## src/design/sar_seq_map.vh

```
// Purpose: Constants for the conversion sequencer: control byte fields, APB map, timing.
// Assumes: Included by bare name; definitions only.
// Notes:   Timing counts derive from the time in ns and the pclk rate in MHz.
`ifndef SAR_SEQ_MAP_VH
`define SAR_SEQ_MAP_VH

// Control byte field positions
`define CTRL_PD_HI       7
`define CTRL_PD_LO       6
`define CTRL_ACQ_BIT     5
`define CTRL_SGL_BIT     4
`define CTRL_UNI_BIT     3
`define CTRL_ADDR_HI     2
`define CTRL_ADDR_LO     0
`define CTRL_RESET       8'h00

// Power state field encodings
`define PWR_FULL_DOWN    2'h0
`define PWR_STANDBY      2'h1
`define PWR_NORMAL_INT   2'h2
`define PWR_NORMAL_EXT   2'h3

// Conversion timing, in conversion clock cycles
`define CONV_CYCLES      13
`define RESULT_BITS      10
`define ACQ_FALL_EDGES   4

// Internal acquisition time and pclk rate; one internal clock period is a quarter of it
`define INT_ACQ_NS       1000
`define PCLK_MHZ         200
`define INT_CLK_CYC      ((`INT_ACQ_NS * `PCLK_MHZ) / 1000 / `ACQ_FALL_EDGES)

// APB register byte offsets
`define REG_STATUS       12'h000
`define REG_MASK         12'h004
`define REG_STATE        12'h008
`define REG_CTRL         12'h00c

// Status bit positions
`define ST_DONE          0
`define ST_ABORT         1
`define ST_WRITE         2
`define ST_WIDTH         3
`define MASK_RESET       3'h0

`endif

```

## src/design/pin_sync.v

```verilog
// Purpose: Two-flop synchroniser for a group of pin inputs.
// Assumes: Inputs are asynchronous to pclk; all bits share one stage count.
// Notes:   First stage is read by the second stage only.
`timescale 1ns/10ps
module pin_sync #(
	parameter WIDTH = 1
) (
	input  wire             pclk,
	input  wire             presetn,
	input  wire [WIDTH-1:0] async_in,
	input  wire [WIDTH-1:0] reset_val,
	output wire [WIDTH-1:0] sync_out
);

	reg [WIDTH-1:0] meta_q;
	reg [WIDTH-1:0] sync_q;

	// Reset value loads on the first edge after release; the flops reset to zero
	reg             armed_q;

	////////////////////////////////////////////////////////////////////////
	// Two stages; until armed, the pin's idle level is forced so no false edge appears
	always @(posedge pclk or negedge presetn) begin
		if (!presetn) begin
			meta_q  <= {WIDTH{1'b0}};
			sync_q  <= {WIDTH{1'b0}};
			armed_q <= 1'b0;
		end else begin
			armed_q <= 1'b1;
			meta_q  <= async_in;
			sync_q  <= armed_q ? meta_q : reset_val;
		end
	end

	assign sync_out = armed_q ? sync_q : reset_val;

endmodule

```

## src/design/sar_adc_conversion_sequencer.v

```verilog
// Contract
// - Write strobe rising with chip select low starts tracking.
// - External acquisition: the next qualified write rising edge switches to hold; here only if that byte has D5 zero, else tracking restarts.
// - Internal acquisition: hold on fourth falling conversion clock edge after write.
// - Every conversion lasts 13 conversion clock cycles.
// - A control byte written during conversion aborts it and restarts acquisition.
// - Acquisition mode bit decides: internally timed hold, or hold on a second write.
// - Two acquisition timing options, chosen by one control bit.
// - Single-ended: addressed channel to positive input, negative to common.
// - Pseudo-differential: fixed channel pair from address, positive side sampled.
// - Result is 10 bits, read as low eight plus high two.
// - Done flag low when ready; high on first read or new control byte.
// - Upper byte select high gives two MSBs, low gives eight LSBs.
// - Bit D5 zero internal acquisition, one external acquisition.
// - Bits D7..D6: full down, standby, normal internal clock, normal external clock.
//
// Purpose: Sequences track/hold and SAR conversion behind a byte-wide host port.
// Assumes: Pins are asynchronous and pass pin_sync; comparator output is a pin.
// Notes:   APB side adds status, mask and interrupt; conversion clock is an enable.
//
// Local design decisions: the address map and the APB slave port.
`timescale 1ns/10ps
`include "sar_seq_map.vh"
module sar_adc_conversion_sequencer #(
	parameter INT_CLK_CYC = `INT_CLK_CYC
) (
	input  wire        pclk,
	input  wire        presetn,
	// APB slave
	input  wire        psel,
	input  wire        penable,
	input  wire        pwrite,
	input  wire [11:0] paddr,
	input  wire [31:0] pwdata,
	output reg  [31:0] prdata,
	output wire        pready,
	output wire        pslverr,
	output wire        irq,
	// Host parallel port pins
	input  wire        cs_n,
	input  wire        wr_n,
	input  wire        rd_n,
	input  wire        upper_byte_select,
	input  wire [7:0]  data_in,
	output reg  [7:0]  data_out,
	output wire        data_oe,
	output reg         done_n_out,
	output wire        done_n_oe,
	input  wire        ext_conv_clk,
	// Analog front end control
	input  wire        comparator_high,
	output reg         track,
	output reg  [9:0]  dac_code,
	output reg  [2:0]  mux_pos_sel,
	output reg  [2:0]  mux_neg_sel,
	output reg         neg_to_common,
	output reg         input_polarity_select,
	output reg  [1:0]  power_state_field
);

	localparam [3:0] ST_IDLE = 4'h1;
	localparam [3:0] ST_ACQI = 4'h2;
	localparam [3:0] ST_ACQE = 4'h4;
	localparam [3:0] ST_CONV = 4'h8;

	// Pseudo-differential partner: flip the lowest address bit within the pair
	function [2:0] pair_mate;
		input [2:0] addr;
		begin
			pair_mate = {addr[2:1], ~addr[0]};
		end
	endfunction

	// Rising or falling edge of a synchronised level
	function edge_seen;
		input now_v;
		input prev_v;
		input rising;
		begin
			edge_seen = rising ? (now_v & ~prev_v) : (~now_v & prev_v);
		end
	endfunction

	////////////////////////////////////////////////////////////////////////
	// Pin synchronisers, all of one depth so strobe and data stay aligned
	wire [14:0] pins_s;
	pin_sync #(
		.WIDTH(15)
	) u_sync (
		.pclk     (pclk),
		.presetn  (presetn),
		.async_in ({comparator_high, ext_conv_clk, upper_byte_select, rd_n, wr_n, cs_n,
		            data_in, 1'b0}),
		.reset_val({1'b0, 1'b0, 1'b0, 1'b1, 1'b1, 1'b1, 8'h00, 1'b0}),
		.sync_out (pins_s)
	);

	wire       cs_s   = ~pins_s[9];
	wire       wr_s   = pins_s[10];
	wire       rd_s   = pins_s[11];
	wire       ubs_s  = pins_s[12];
	wire       eclk_s = pins_s[13];
	wire       comp_s = pins_s[14];
	wire [7:0] din_s  = pins_s[8:1];

	reg        wr_prev_q;
	reg        rd_prev_q;
	reg        eclk_prev_q;

	always @(posedge pclk or negedge presetn) begin
		if (!presetn) begin
			wr_prev_q   <= 1'b1;
			rd_prev_q   <= 1'b1;
			eclk_prev_q <= 1'b0;
		end else begin
			wr_prev_q   <= wr_s;
			rd_prev_q   <= rd_s;
			eclk_prev_q <= eclk_s;
		end
	end

	// Qualified strobes; the chip select must be low at the strobe edge
	wire wr_evt = cs_s & edge_seen(wr_s, wr_prev_q, 1'b1);
	wire rd_evt = cs_s & edge_seen(rd_s, rd_prev_q, 1'b0);

	////////////////////////////////////////////////////////////////////////
	// Internal conversion clock: a divider makes rise and fall enables
	reg [15:0] div_q;
	reg        clk_ext_q;

	always @(posedge pclk or negedge presetn) begin
		if (!presetn) begin
			div_q <= 16'h0000;
		end else if (div_q == INT_CLK_CYC[15:0] - 16'h0001) begin
			div_q <= 16'h0000;
		end else begin
			div_q <= div_q + 16'h0001;
		end
	end

	wire int_rise = (div_q == 16'h0000);
	wire int_fall = (div_q == INT_CLK_CYC[15:1]);
	// Clock source follows the last normal-operation setting
	wire cclk_rise = clk_ext_q ? edge_seen(eclk_s, eclk_prev_q, 1'b1) : int_rise;
	wire cclk_fall = clk_ext_q ? edge_seen(eclk_s, eclk_prev_q, 1'b0) : int_fall;

	////////////////////////////////////////////////////////////////////////
	// Control byte decode
	reg  [7:0] ctrl_q;
	wire       acq_ext_w = din_s[`CTRL_ACQ_BIT];
	wire [1:0] pd_w      = din_s[`CTRL_PD_HI:`CTRL_PD_LO];

	////////////////////////////////////////////////////////////////////////
	// Sequencer state machine
	reg [3:0] state_q;
	reg [2:0] acq_cnt_q;
	reg [3:0] conv_cnt_q;
	reg [9:0] result_q;
	reg       done_evt;
	reg       abort_evt;

	always @(posedge pclk or negedge presetn) begin
		if (!presetn) begin
			state_q    <= ST_IDLE;
			ctrl_q     <= `CTRL_RESET;
			clk_ext_q  <= 1'b0;
			track      <= 1'b0;
			acq_cnt_q  <= 3'h0;
			conv_cnt_q <= 4'h0;
			dac_code   <= 10'h000;
			result_q   <= 10'h000;
			done_evt   <= 1'b0;
			abort_evt  <= 1'b0;
		end else begin
			done_evt  <= 1'b0;
			abort_evt <= 1'b0;
			if (wr_evt) begin
				ctrl_q <= din_s;
				// Clock mode is untouched by the power-down settings
				if (pd_w[1]) begin
					clk_ext_q <= pd_w[0];
				end
				acq_cnt_q  <= 3'h0;
				conv_cnt_q <= 4'h0;
				dac_code   <= 10'h000;
				if (state_q == ST_CONV) begin
					abort_evt <= 1'b1;
				end
				if (state_q == ST_ACQE && !acq_ext_w) begin
					// Second write ends acquisition and starts conversion
					track   <= 1'b0;
					state_q <= ST_CONV;
				end else begin
					track   <= 1'b1;
					state_q <= acq_ext_w ? ST_ACQE : ST_ACQI;
				end
			end else begin
				case (state_q)
				ST_ACQI: begin
					if (cclk_fall) begin
						acq_cnt_q <= acq_cnt_q + 3'h1;
						if (acq_cnt_q == `ACQ_FALL_EDGES - 1) begin
							track   <= 1'b0;
							state_q <= ST_CONV;
						end
					end
				end
				ST_ACQE: begin
					// Acquisition of indeterminate length; only a write ends it
					track <= 1'b1;
				end
				ST_CONV: begin
					if (cclk_rise) begin
						conv_cnt_q <= conv_cnt_q + 4'h1;
						if (conv_cnt_q == 4'h0) begin
							dac_code[9] <= 1'b1;
						end else if (conv_cnt_q <= `RESULT_BITS) begin
							// Resolve one bit, then try the next lower one
							dac_code[4'd10 - conv_cnt_q] <= comp_s;
							if (conv_cnt_q < `RESULT_BITS) begin
								dac_code[4'd9 - conv_cnt_q] <= 1'b1;
							end
						end else if (conv_cnt_q == `CONV_CYCLES - 1) begin
							result_q <= dac_code;
							done_evt <= 1'b1;
							state_q  <= ST_IDLE;
						end
					end
				end
				ST_IDLE: begin
					track <= 1'b0;
				end
				default: begin
					state_q <= ST_IDLE;
					track   <= 1'b0;
				end
				endcase
			end
		end
	end

	////////////////////////////////////////////////////////////////////////
	// Input multiplexer and mode outputs from the latched control byte
	always @(posedge pclk or negedge presetn) begin
		if (!presetn) begin
			mux_pos_sel           <= 3'h0;
			mux_neg_sel           <= 3'h0;
			neg_to_common         <= 1'b1;
			input_polarity_select <= 1'b0;
			power_state_field     <= `PWR_FULL_DOWN;
		end else begin
			mux_pos_sel           <= ctrl_q[`CTRL_ADDR_HI:`CTRL_ADDR_LO];
			input_polarity_select <= ctrl_q[`CTRL_UNI_BIT];
			power_state_field     <= ctrl_q[`CTRL_PD_HI:`CTRL_PD_LO];
			if (ctrl_q[`CTRL_SGL_BIT]) begin
				neg_to_common <= 1'b1;
				mux_neg_sel   <= 3'h0;
			end else begin
				neg_to_common <= 1'b0;
				mux_neg_sel   <= pair_mate(ctrl_q[`CTRL_ADDR_HI:`CTRL_ADDR_LO]);
			end
		end
	end

	////////////////////////////////////////////////////////////////////////
	// Done flag pin: low when a result is ready; a read or a new byte releases it
	always @(posedge pclk or negedge presetn) begin
		if (!presetn) begin
			done_n_out <= 1'b1;
		end else if (done_evt) begin
			done_n_out <= 1'b0;
		end else if (rd_evt || wr_evt) begin
			done_n_out <= 1'b1;
		end
	end

	// Outputs float whenever the chip is not selected
	assign done_n_oe = cs_s;
	assign data_oe   = cs_s & ~rd_s;

	// Read data: two MSBs or eight LSBs, steered by the upper byte select
	always @(posedge pclk or negedge presetn) begin
		if (!presetn) begin
			data_out <= 8'h00;
		end else if (ubs_s) begin
			data_out <= {6'h00, result_q[9:8]};
		end else begin
			data_out <= result_q[7:0];
		end
	end

	////////////////////////////////////////////////////////////////////////
	// APB slave: zero wait states, error on unmapped offsets
	reg  [`ST_WIDTH-1:0] status_q;
	reg  [`ST_WIDTH-1:0] mask_q;
	wire                 apb_acc = psel & penable;
	wire                 mapped  = (paddr == `REG_STATUS) || (paddr == `REG_MASK) ||
	                               (paddr == `REG_STATE)  || (paddr == `REG_CTRL);
	wire                 st_rd   = apb_acc & ~pwrite & (paddr == `REG_STATUS);
	wire [`ST_WIDTH-1:0] st_set  = {wr_evt, abort_evt, done_evt};

	assign pready  = 1'b1;
	assign pslverr = apb_acc & ~mapped;
	assign irq     = |(status_q & mask_q);

	// Sticky events; a read clears, but an event in that cycle still lands
	always @(posedge pclk or negedge presetn) begin
		if (!presetn) begin
			status_q <= {`ST_WIDTH{1'b0}};
			mask_q   <= `MASK_RESET;
		end else begin
			status_q <= (st_rd ? {`ST_WIDTH{1'b0}} : status_q) | st_set;
			if (apb_acc && pwrite && paddr == `REG_MASK) begin
				mask_q <= pwdata[`ST_WIDTH-1:0];
			end
		end
	end

	// Read mux, combinational so data is valid in the access phase
	always @* begin
		prdata = 32'h00000000;
		if (psel && !pwrite) begin
			case (paddr)
			`REG_STATUS: prdata = {29'h0, status_q};
			`REG_MASK:   prdata = {29'h0, mask_q};
			`REG_STATE:  prdata = {12'h000, state_q, conv_cnt_q, ~done_n_out, track,
			                       result_q};
			`REG_CTRL:   prdata = {23'h000000, clk_ext_q, ctrl_q};
			default:     prdata = 32'h00000000;
			endcase
		end
	end

endmodule

```

## config.mk

```make
export PLATFORM = sky130hd
export DESIGN_NAME = sar_adc_conversion_sequencer
export DESIGN_NICKNAME = d
export VERILOG_FILES = /design/src/design/pin_sync.v /design/src/design/sar_adc_conversion_sequencer.v
export VERILOG_INCLUDE_DIRS = /design/src /design/src/design
export SDC_FILE = /design/constraint.sdc
export NUM_CORES = 1
export LEC_CHECK = 0
export BUFFER_PORTS_ARGS = -buffer_cell sky130_fd_sc_hd__buf_2
export CORE_ASPECT_RATIO = 0.9
export CORE_UTILIZATION = 45
export DETAILED_ROUTE_END_ITERATION = 6
export PLACE_DENSITY = 0.73
export SLEW_MARGIN = 10
export SYNTH_ARGS = -nofsm -noshare
export SYNTH_HDL_FRONTEND = slang
export SYNTH_SLANG_ARGS = --single-unit
```

## constraint.sdc

```tcl
create_clock -name pclk -period 2.3 [get_ports pclk]
set_input_delay 0.69 -clock pclk [delete_from_list [all_inputs] [get_ports pclk]]
set_output_delay 0.69 -clock pclk [all_outputs]
set_load 0.02 [all_outputs]
```

==> flow_summary.yaml, run 1 <==
synthesis:
  ys_warn_count: 0
  synth_top_area_share_pct: 51.5
  synth_area_leaders: "dfrtp_1 (52%), nand2_1 (3.8%), ha_1 (3.7%), and2_1 (2.9%), dfstp_2 (2.4%)"
  postSynthCellCount: 494
  synth_commonest_cells: "dfrtp_1 (111), nand2_1 (54), nor2_1 (32)"
  synth_flop_cell: "dfrtp_1"
  synth.cell_area_um2: 5390
  synth_edf_count: 0
  avgSynthCellArea_um2: 10.9
  ys_seq_area_share_pct: 54.0
  ys_ff_latch: 116
  synth_cell_type_count: 65
  post-synth-top-count-cell: "dfrtp_1"
  async_reset_ff_share_pct: 100
  yosysTopAreaCell: "dfrtp_1"
timing:
  skew_ps: 4.44
  whs_ps: 236
  timing.fmax_ghz: 0.380
  tightest_slew_ps: 656
  setup_viol: 22
  hold_violations: 0
  post-route-min-period_ps: 2630
  rsz0062_at_grt: "yes"
  max_slew_margin_pct: 55.8
  fin_crit_sh_pct: 114
  slew_viol_final: 0
  final_critical_path_setup_slack_ps: -332
setup_path:
  reg2reg_depth: 6
  cp-end-kind: "output port"
  cp.arrival_ps: 1940
  path_cells: "buf_6, nor4_4, and3_4, nand3_4, nor2_4, buf_6, and2_4, buf_6"
  cp_max_fo: 4
  cp-start-kind: "input pin"
  r2r-end: "dac_code[8]"
  cp-startpoint: "paddr[6]"
  critPathMostFrequentCell: "buf_6"
  r2r_start: "conv_cnt_q[1]"
  cpPeakStageDelay_ps: 260
  slowest_stage: "nor4_4"
  cp.required_ps: 1610
  rrSetupSlack_ps: -10
  critical_path_class: "input pin to output port"
clock_network:
  cts_hold_buf: 0
  root_buffer: "clkbuf_16"
  cts.sinks: 116
  cts_tree: "done"
  clock_path_buffers: 2
  clkLatencyLatePin_ps: 410
  h-tree-depth: 4
  clk_pin_slew_ps: 50
  numCtsBuffers: 17
cells_and_area:
  stdcell_count: 800
  synthToLayoutAreaGrowth_pct: 36.0
  stdcell_area_um2: 7330
  nets: 711
  ff_latch_area_um2: 2910
  multiInputGateArea_um2: 2560
  fillCellCount: 888
  fin_util_pct: 63.6
  drive_gt1_share_pct: 35.7
  diodes: 0
drt:
  drt_iter0_drc: 172
  via_per_inst: 5.21
  dr_wl_met2_um: 5880
  firstDrtPassIters: 4
  wire_per_inst_um: 15.7
  routed_wl_um: 12600
  vias: 4167
  ant_nets: 0
  wl_met3_um: 678
  met1_length_um: 5780
  top_layer_used: "met4"
  drc: 0
run_status:
  failed_checks: "setup timing"
  status: "finished, violations left"
global_route:
  grt_pass1_vias: 4078
  overflow: 0
  grt_pass1_wl_um: 20600
  track_usage_pct: 21.7
  grt_max_degree: 37
  antenna_found_initial: 0
floorplanning:
  io_pins: 130
  fp.dieW_um: 117
  die_y_um: 106
  rows: 37
  start_util_pct: 46.7
  coreArea_um2: 11500
  dieArea_um2: 12400
hold_path:
  hold_class: "input pin to asynchronous set/reset pin"
power:
  peakVddDrop_mv: 0.632
  p_leak_nw: 3.63
  power_density_nw_per_um2: 709
  p_total_mw: 5.20
placed_design:
  portBuffers: 87
  dp_hpwl_um: 9260
  dp.cells: 763
  placed_cell_area_um2: 6380
  place_congestion: 0.871
flow_run:
  cap_viol_max_count: 0
[final cells by class]
| cell class | count | share of cell area, % |
|---|---|---|
| Sequential cell | 116 | 39.7 |
| Timing Repair Buffer | 140 | 13.7 |
| Clock buffer | 21 | 6.28 |
| Inverter | 12 | 0.615 |
| Tap cell | 156 | 2.66 |
| Clock inverter | 10 | 2.12 |
| Multi-Input combinational cell | 345 | 34.9 |
[cells in the final DEF (no fill, tap or decap), types with 8 or more instances in the layout]
cell,count
dfrtp_1,111
buf_2,62
nand2_1,54
buf_4,54
nor2_1,24
buf_6,22
and2_1,19
clkbuf_16,17
ha_1,16
nand3_1,14
conb_1,14
inv_1,12
nand2b_1,12
nor3_1,11
xor2_1,11
and3_1,9
nor2b_1,8
mux2i_1,8
o22ai_1,8
[stage by stage]
step / setup WS [ps] / setup TNS, ps
after floorplan: -196 / -1840
after global placement: -428 / -5320
after detailed placement: -465 / -6170
after CTS: -345 / -5090
after global routing: -384 / -6370
final: -332 / -4710
[critical path, delay by kind of cell]
kind                   cells  cell delay, ps
and+or+nand+nor            5             910
buffers and inverters      3             340
[flip-flops by register name, summed over array words and instances (netlist names), 2 cells and up]
register           count
ctrl_q                 8
div_q                 16
mask_q                 3
u_sync.sync_q         14
u_sync.meta_q         14
result_q              10
acq_cnt_q              3
mux_pos_sel            3
dac_code              10
status_q               3
mux_neg_sel            3
power_state_field      2
state_q                4
data_out               8
conv_cnt_q             4
[worst max-delay path by stage]
stage	cells after the start	slack, ps	end
4_1_cts	8	-340	prdata[11]
3_3_place_gp	8	-430	prdata[15]
5_1_grt	8	-380	prdata[15]
2_1_floorplan	6	-200	prdata[12]
6_report	8	-330	prdata[15]
3_5_place_dp	8	-470	prdata[15]
[cell families (layout without fill, tap and decap cells)]
| family | count (synthesis) | count (layout) | share of synthesized area, % |
|---|---|---|---|
| mux | 26 | 26 | 5.87 |
| simple gates | 207 | 207 | 20.7 |
| other cells | 2 | 14 | 0.139 |
| flops | 116 | 116 | 54.0 |
| fa+ha+maj | 16 | 16 | 3.71 |
| compound gates | 64 | 64 | 8.45 |
| xor+xnor | 18 | 18 | 2.93 |
| buf+inv | 45 | 183 | 4.20 |
[metal layers]
layer  up-vias  GRT usage [%]
met3        16           5.25
met5         -              0
met4         0           9.74
met1      2027           28.7
met2       135           33.8
li1       1989              -
[power breakdown]
group / total (mW) / switching, mW / internal, mW
clock network: 2.70 / 0.851 / 1.85
registers: 2.20 / 0.0661 / 2.13
logic: 0.296 / 0.186 / 0.110
total: 5.20 / 1.10 / 4.09
[what timing repair did]
item,4_1_cts,5_1_grt
gates cloned,1,0
buffers inserted,5,3
endpoints found under the setup margin,41,46
gates resized for setup,57,24
pin swaps,4,5
(Power assumes the default switching activity.)
==> run 2, diff against run 1 <==
--- a/config.mk
+++ b/config.mk
@@ -6,11 +6,13 @@
 export SDC_FILE = /design/constraint.sdc
 export NUM_CORES = 1
 export LEC_CHECK = 0
+export ABC_AREA = 1
 export BUFFER_PORTS_ARGS = -buffer_cell sky130_fd_sc_hd__buf_2
 export CORE_ASPECT_RATIO = 0.9
 export CORE_UTILIZATION = 45
 export DETAILED_ROUTE_END_ITERATION = 6
-export PLACE_DENSITY = 0.73
+export GPL_TIMING_DRIVEN = 0
+export PLACE_DENSITY = 0.72
 export SLEW_MARGIN = 10
 export SYNTH_ARGS = -nofsm -noshare
 export SYNTH_HDL_FRONTEND = slang
==> flow_summary.yaml, run 2 <==
clock_network:
  numCtsBuffers: 17
  cts_tree: "done"
  cts.sinks: 116
  h-tree-depth: 4
  clkLatencyLatePin_ps: 420
  cts_hold_buf: 0
  clk_pin_slew_ps: 50
  root_buffer: "clkbuf_16"
  clock_path_buffers: 2
timing:
  max_slew_margin_pct: 64.4
  timing.fmax_ghz: 0.382
  skew_ps: 10.7
  fin_crit_sh_pct: 114
  rsz0062_at_grt: "yes"
  post-route-min-period_ps: 2620
  slew_viol_final: 0
  hold_violations: 0
  final_critical_path_setup_slack_ps: -315
  tightest_slew_ps: 534
  setup_viol: 21
  finalSetupTns_ps: -5890
global_route:
  grt_pass1_wl_um: 22900
  grt_max_degree: 78
  track_usage_pct: 23.0
  overflow: 0
  antenna_found_initial: 0
  grt_pass1_vias: 4690
placed_design:
  pre_cts_slack_ps: -634
  place_congestion: 0.903
  portBuffers: 87
  dp.cells: 917
  dp_hpwl_um: 9600
setup_path:
  rrSetupSlack_ps: 310
  cp-start-kind: "input pin"
  r2r_start: "conv_cnt_q[1]"
  r2r-end: "result_q[4]"
  reg2reg_depth: 8
  cp.arrival_ps: 1930
  critical_path_class: "input pin to output port"
  cp-end-kind: "output port"
  cp.required_ps: 1610
  cp_max_fo: 5
cells_and_area:
  nets: 868
  fin_util_pct: 62.3
  regMostFlops: "div_q"
  diodes: 0
  synthToLayoutAreaGrowth_pct: 34.0
  drive_gt1_share_pct: 29.8
  final_cell_mix: "nand2_1 (154), dfrtp_1 (111), inv_1 (75), buf_2 (64), nand3_1 (55)"
  largest_reg_flops: 16
  final_common_cell: "nand2_1"
  biggestRegsByFlops: "div_q x16, u_sync.meta_q x14, u_sync.sync_q x14"
  stdcell_count: 962
drt:
  vias: 4813
  routed_wl_um: 13900
  drt_iter0_drc: 361
  via_per_inst: 5.00
  wire_per_inst_um: 14.5
  ant_nets: 0
  drc: 0
  firstDrtPassIters: 5
power:
  p_leak_nw: 3.94
  peakVddDrop_mv: 0.492
  power_density_nw_per_um2: 728
run_status:
  failed_checks: "setup timing"
  status: "finished, violations left"
synthesis:
  ys_seq_area_share_pct: 51.6
  synth_cell_type_count: 43
  async_reset_ff_share_pct: 100
  ys_ff_latch: 116
  synth_edf_count: 0
  synth.cell_area_um2: 5630
  synth_commonest_cells: "nand2_1 (156), dfrtp_1 (111), inv_1 (79)"
  avgSynthCellArea_um2: 8.58
  postSynthCellCount: 657
  synth_top_area_share_pct: 49.3
  post-synth-top-count-cell: "nand2_1"
  ys_warn_count: 0
  synth_flop_cell: "dfrtp_1"
  synth_area_leaders: "dfrtp_1 (49%), nand2_1 (10%), inv_1 (5.3%), nor2_1 (5.2%), nand3_1 (5.2%)"
  yosysTopAreaCell: "dfrtp_1"
floorplanning:
  coreArea_um2: 12100
  dieArea_um2: 13000
  io_pins: 130
  die_y_um: 108
  rows: 38
  fp.dieW_um: 120
  start_util_pct: 46.5
flow_run:
  cap_viol_max_count: 0
hold_path:
  hold_class: "input pin to asynchronous set/reset pin"
==> run 2: worst max-delay path: stages <==
cell,delay (ps)
buf_6,100
nor2_4,90
nand2_2,80
nor2_4,130
buf_6,140
nand4_1,120
buf_6,170
clkbuf_16,170
nor2_4,110
buf_6,120
==> run 2: timing repair <==
item | 4_1_cts | 5_1_grt
gates resized for setup | 61 | 8
gates cloned | 1 | 0
endpoints found under the setup margin | 20 | 22
setup buffers | 12 | 0
pin swaps | 10 | 4
==> run 2: cell families (layout without fill, tap and decap cells) <==
group	count (synthesis)	in the layout	synth area share, %
muxes	3	3	0.600
and+or+nand+nor	344	344	28.2
adders and majority gates	16	16	3.55
buffers and inverters	113	246	9.08
DFF	116	116	51.6
other	2	14	0.133
AOI/OAI and AO/OA	54	54	5.40
xor gates and xnor gates	9	9	1.40
==> run 2: how the worst max path moves through the flow <==
stage / endpoint / cells after the start / from / slack, ps
2_1_floorplan: prdata[10] / 6 / paddr[1] / -100
3_3_place_gp: dac_code[2] / 1 / presetn / -780
3_5_place_dp: prdata[9] / 8 / paddr[1] / -630
4_1_cts: prdata[15] / 10 / paddr[10] / -240
5_1_grt: prdata[15] / 10 / paddr[5] / -370
6_report: prdata[15] / 10 / paddr[8] / -320
==> run 2: cell type report <==
class	instances	area (um^2)
buffer	24	200
clock buffer	23	458
clock inverter	9	201
fill	985	4570
inverter	89	339
multi-input combinational	440	2530
sequential	116	2910
tap	160	200
timing repair buffer	101	713
==> run 2: metrics by stage <==
| step | power, mW | cell area (um^2) | hold slack [ps] |
|---|---|---|---|
| 6_report | 5.50 | 7550 | 183 |
| 5_1_grt | 5.70 | 7550 | 206 |
| 4_1_cts | 5.54 | 7520 | 180 |
| 3_5_place_dp | 2.56 | 6520 | 360 |
| 3_3_place_gp | 2.54 | 6490 | 359 |
| 2_1_floorplan | 2.41 | 5850 | 354 |
==> run 2: report_power, final <==
group | switching [mW] | internal [mW] | total (mW) | leakage (nW)
sequential | 0.0446 | 2.13 | 2.18 | 1.50
clock | 0.887 | 2.06 | 2.95 | 0.316
combinational | 0.248 | 0.128 | 0.376 | 2.12
total | 1.18 | 4.32 | 5.50 | 3.94
==> run 2: layer usage <==
layer	GRT usage [%]	wire, um
met1	29.9	6180
met2	35.8	6460
met3	4.96	836
met4	13.2	423
met5	0	0
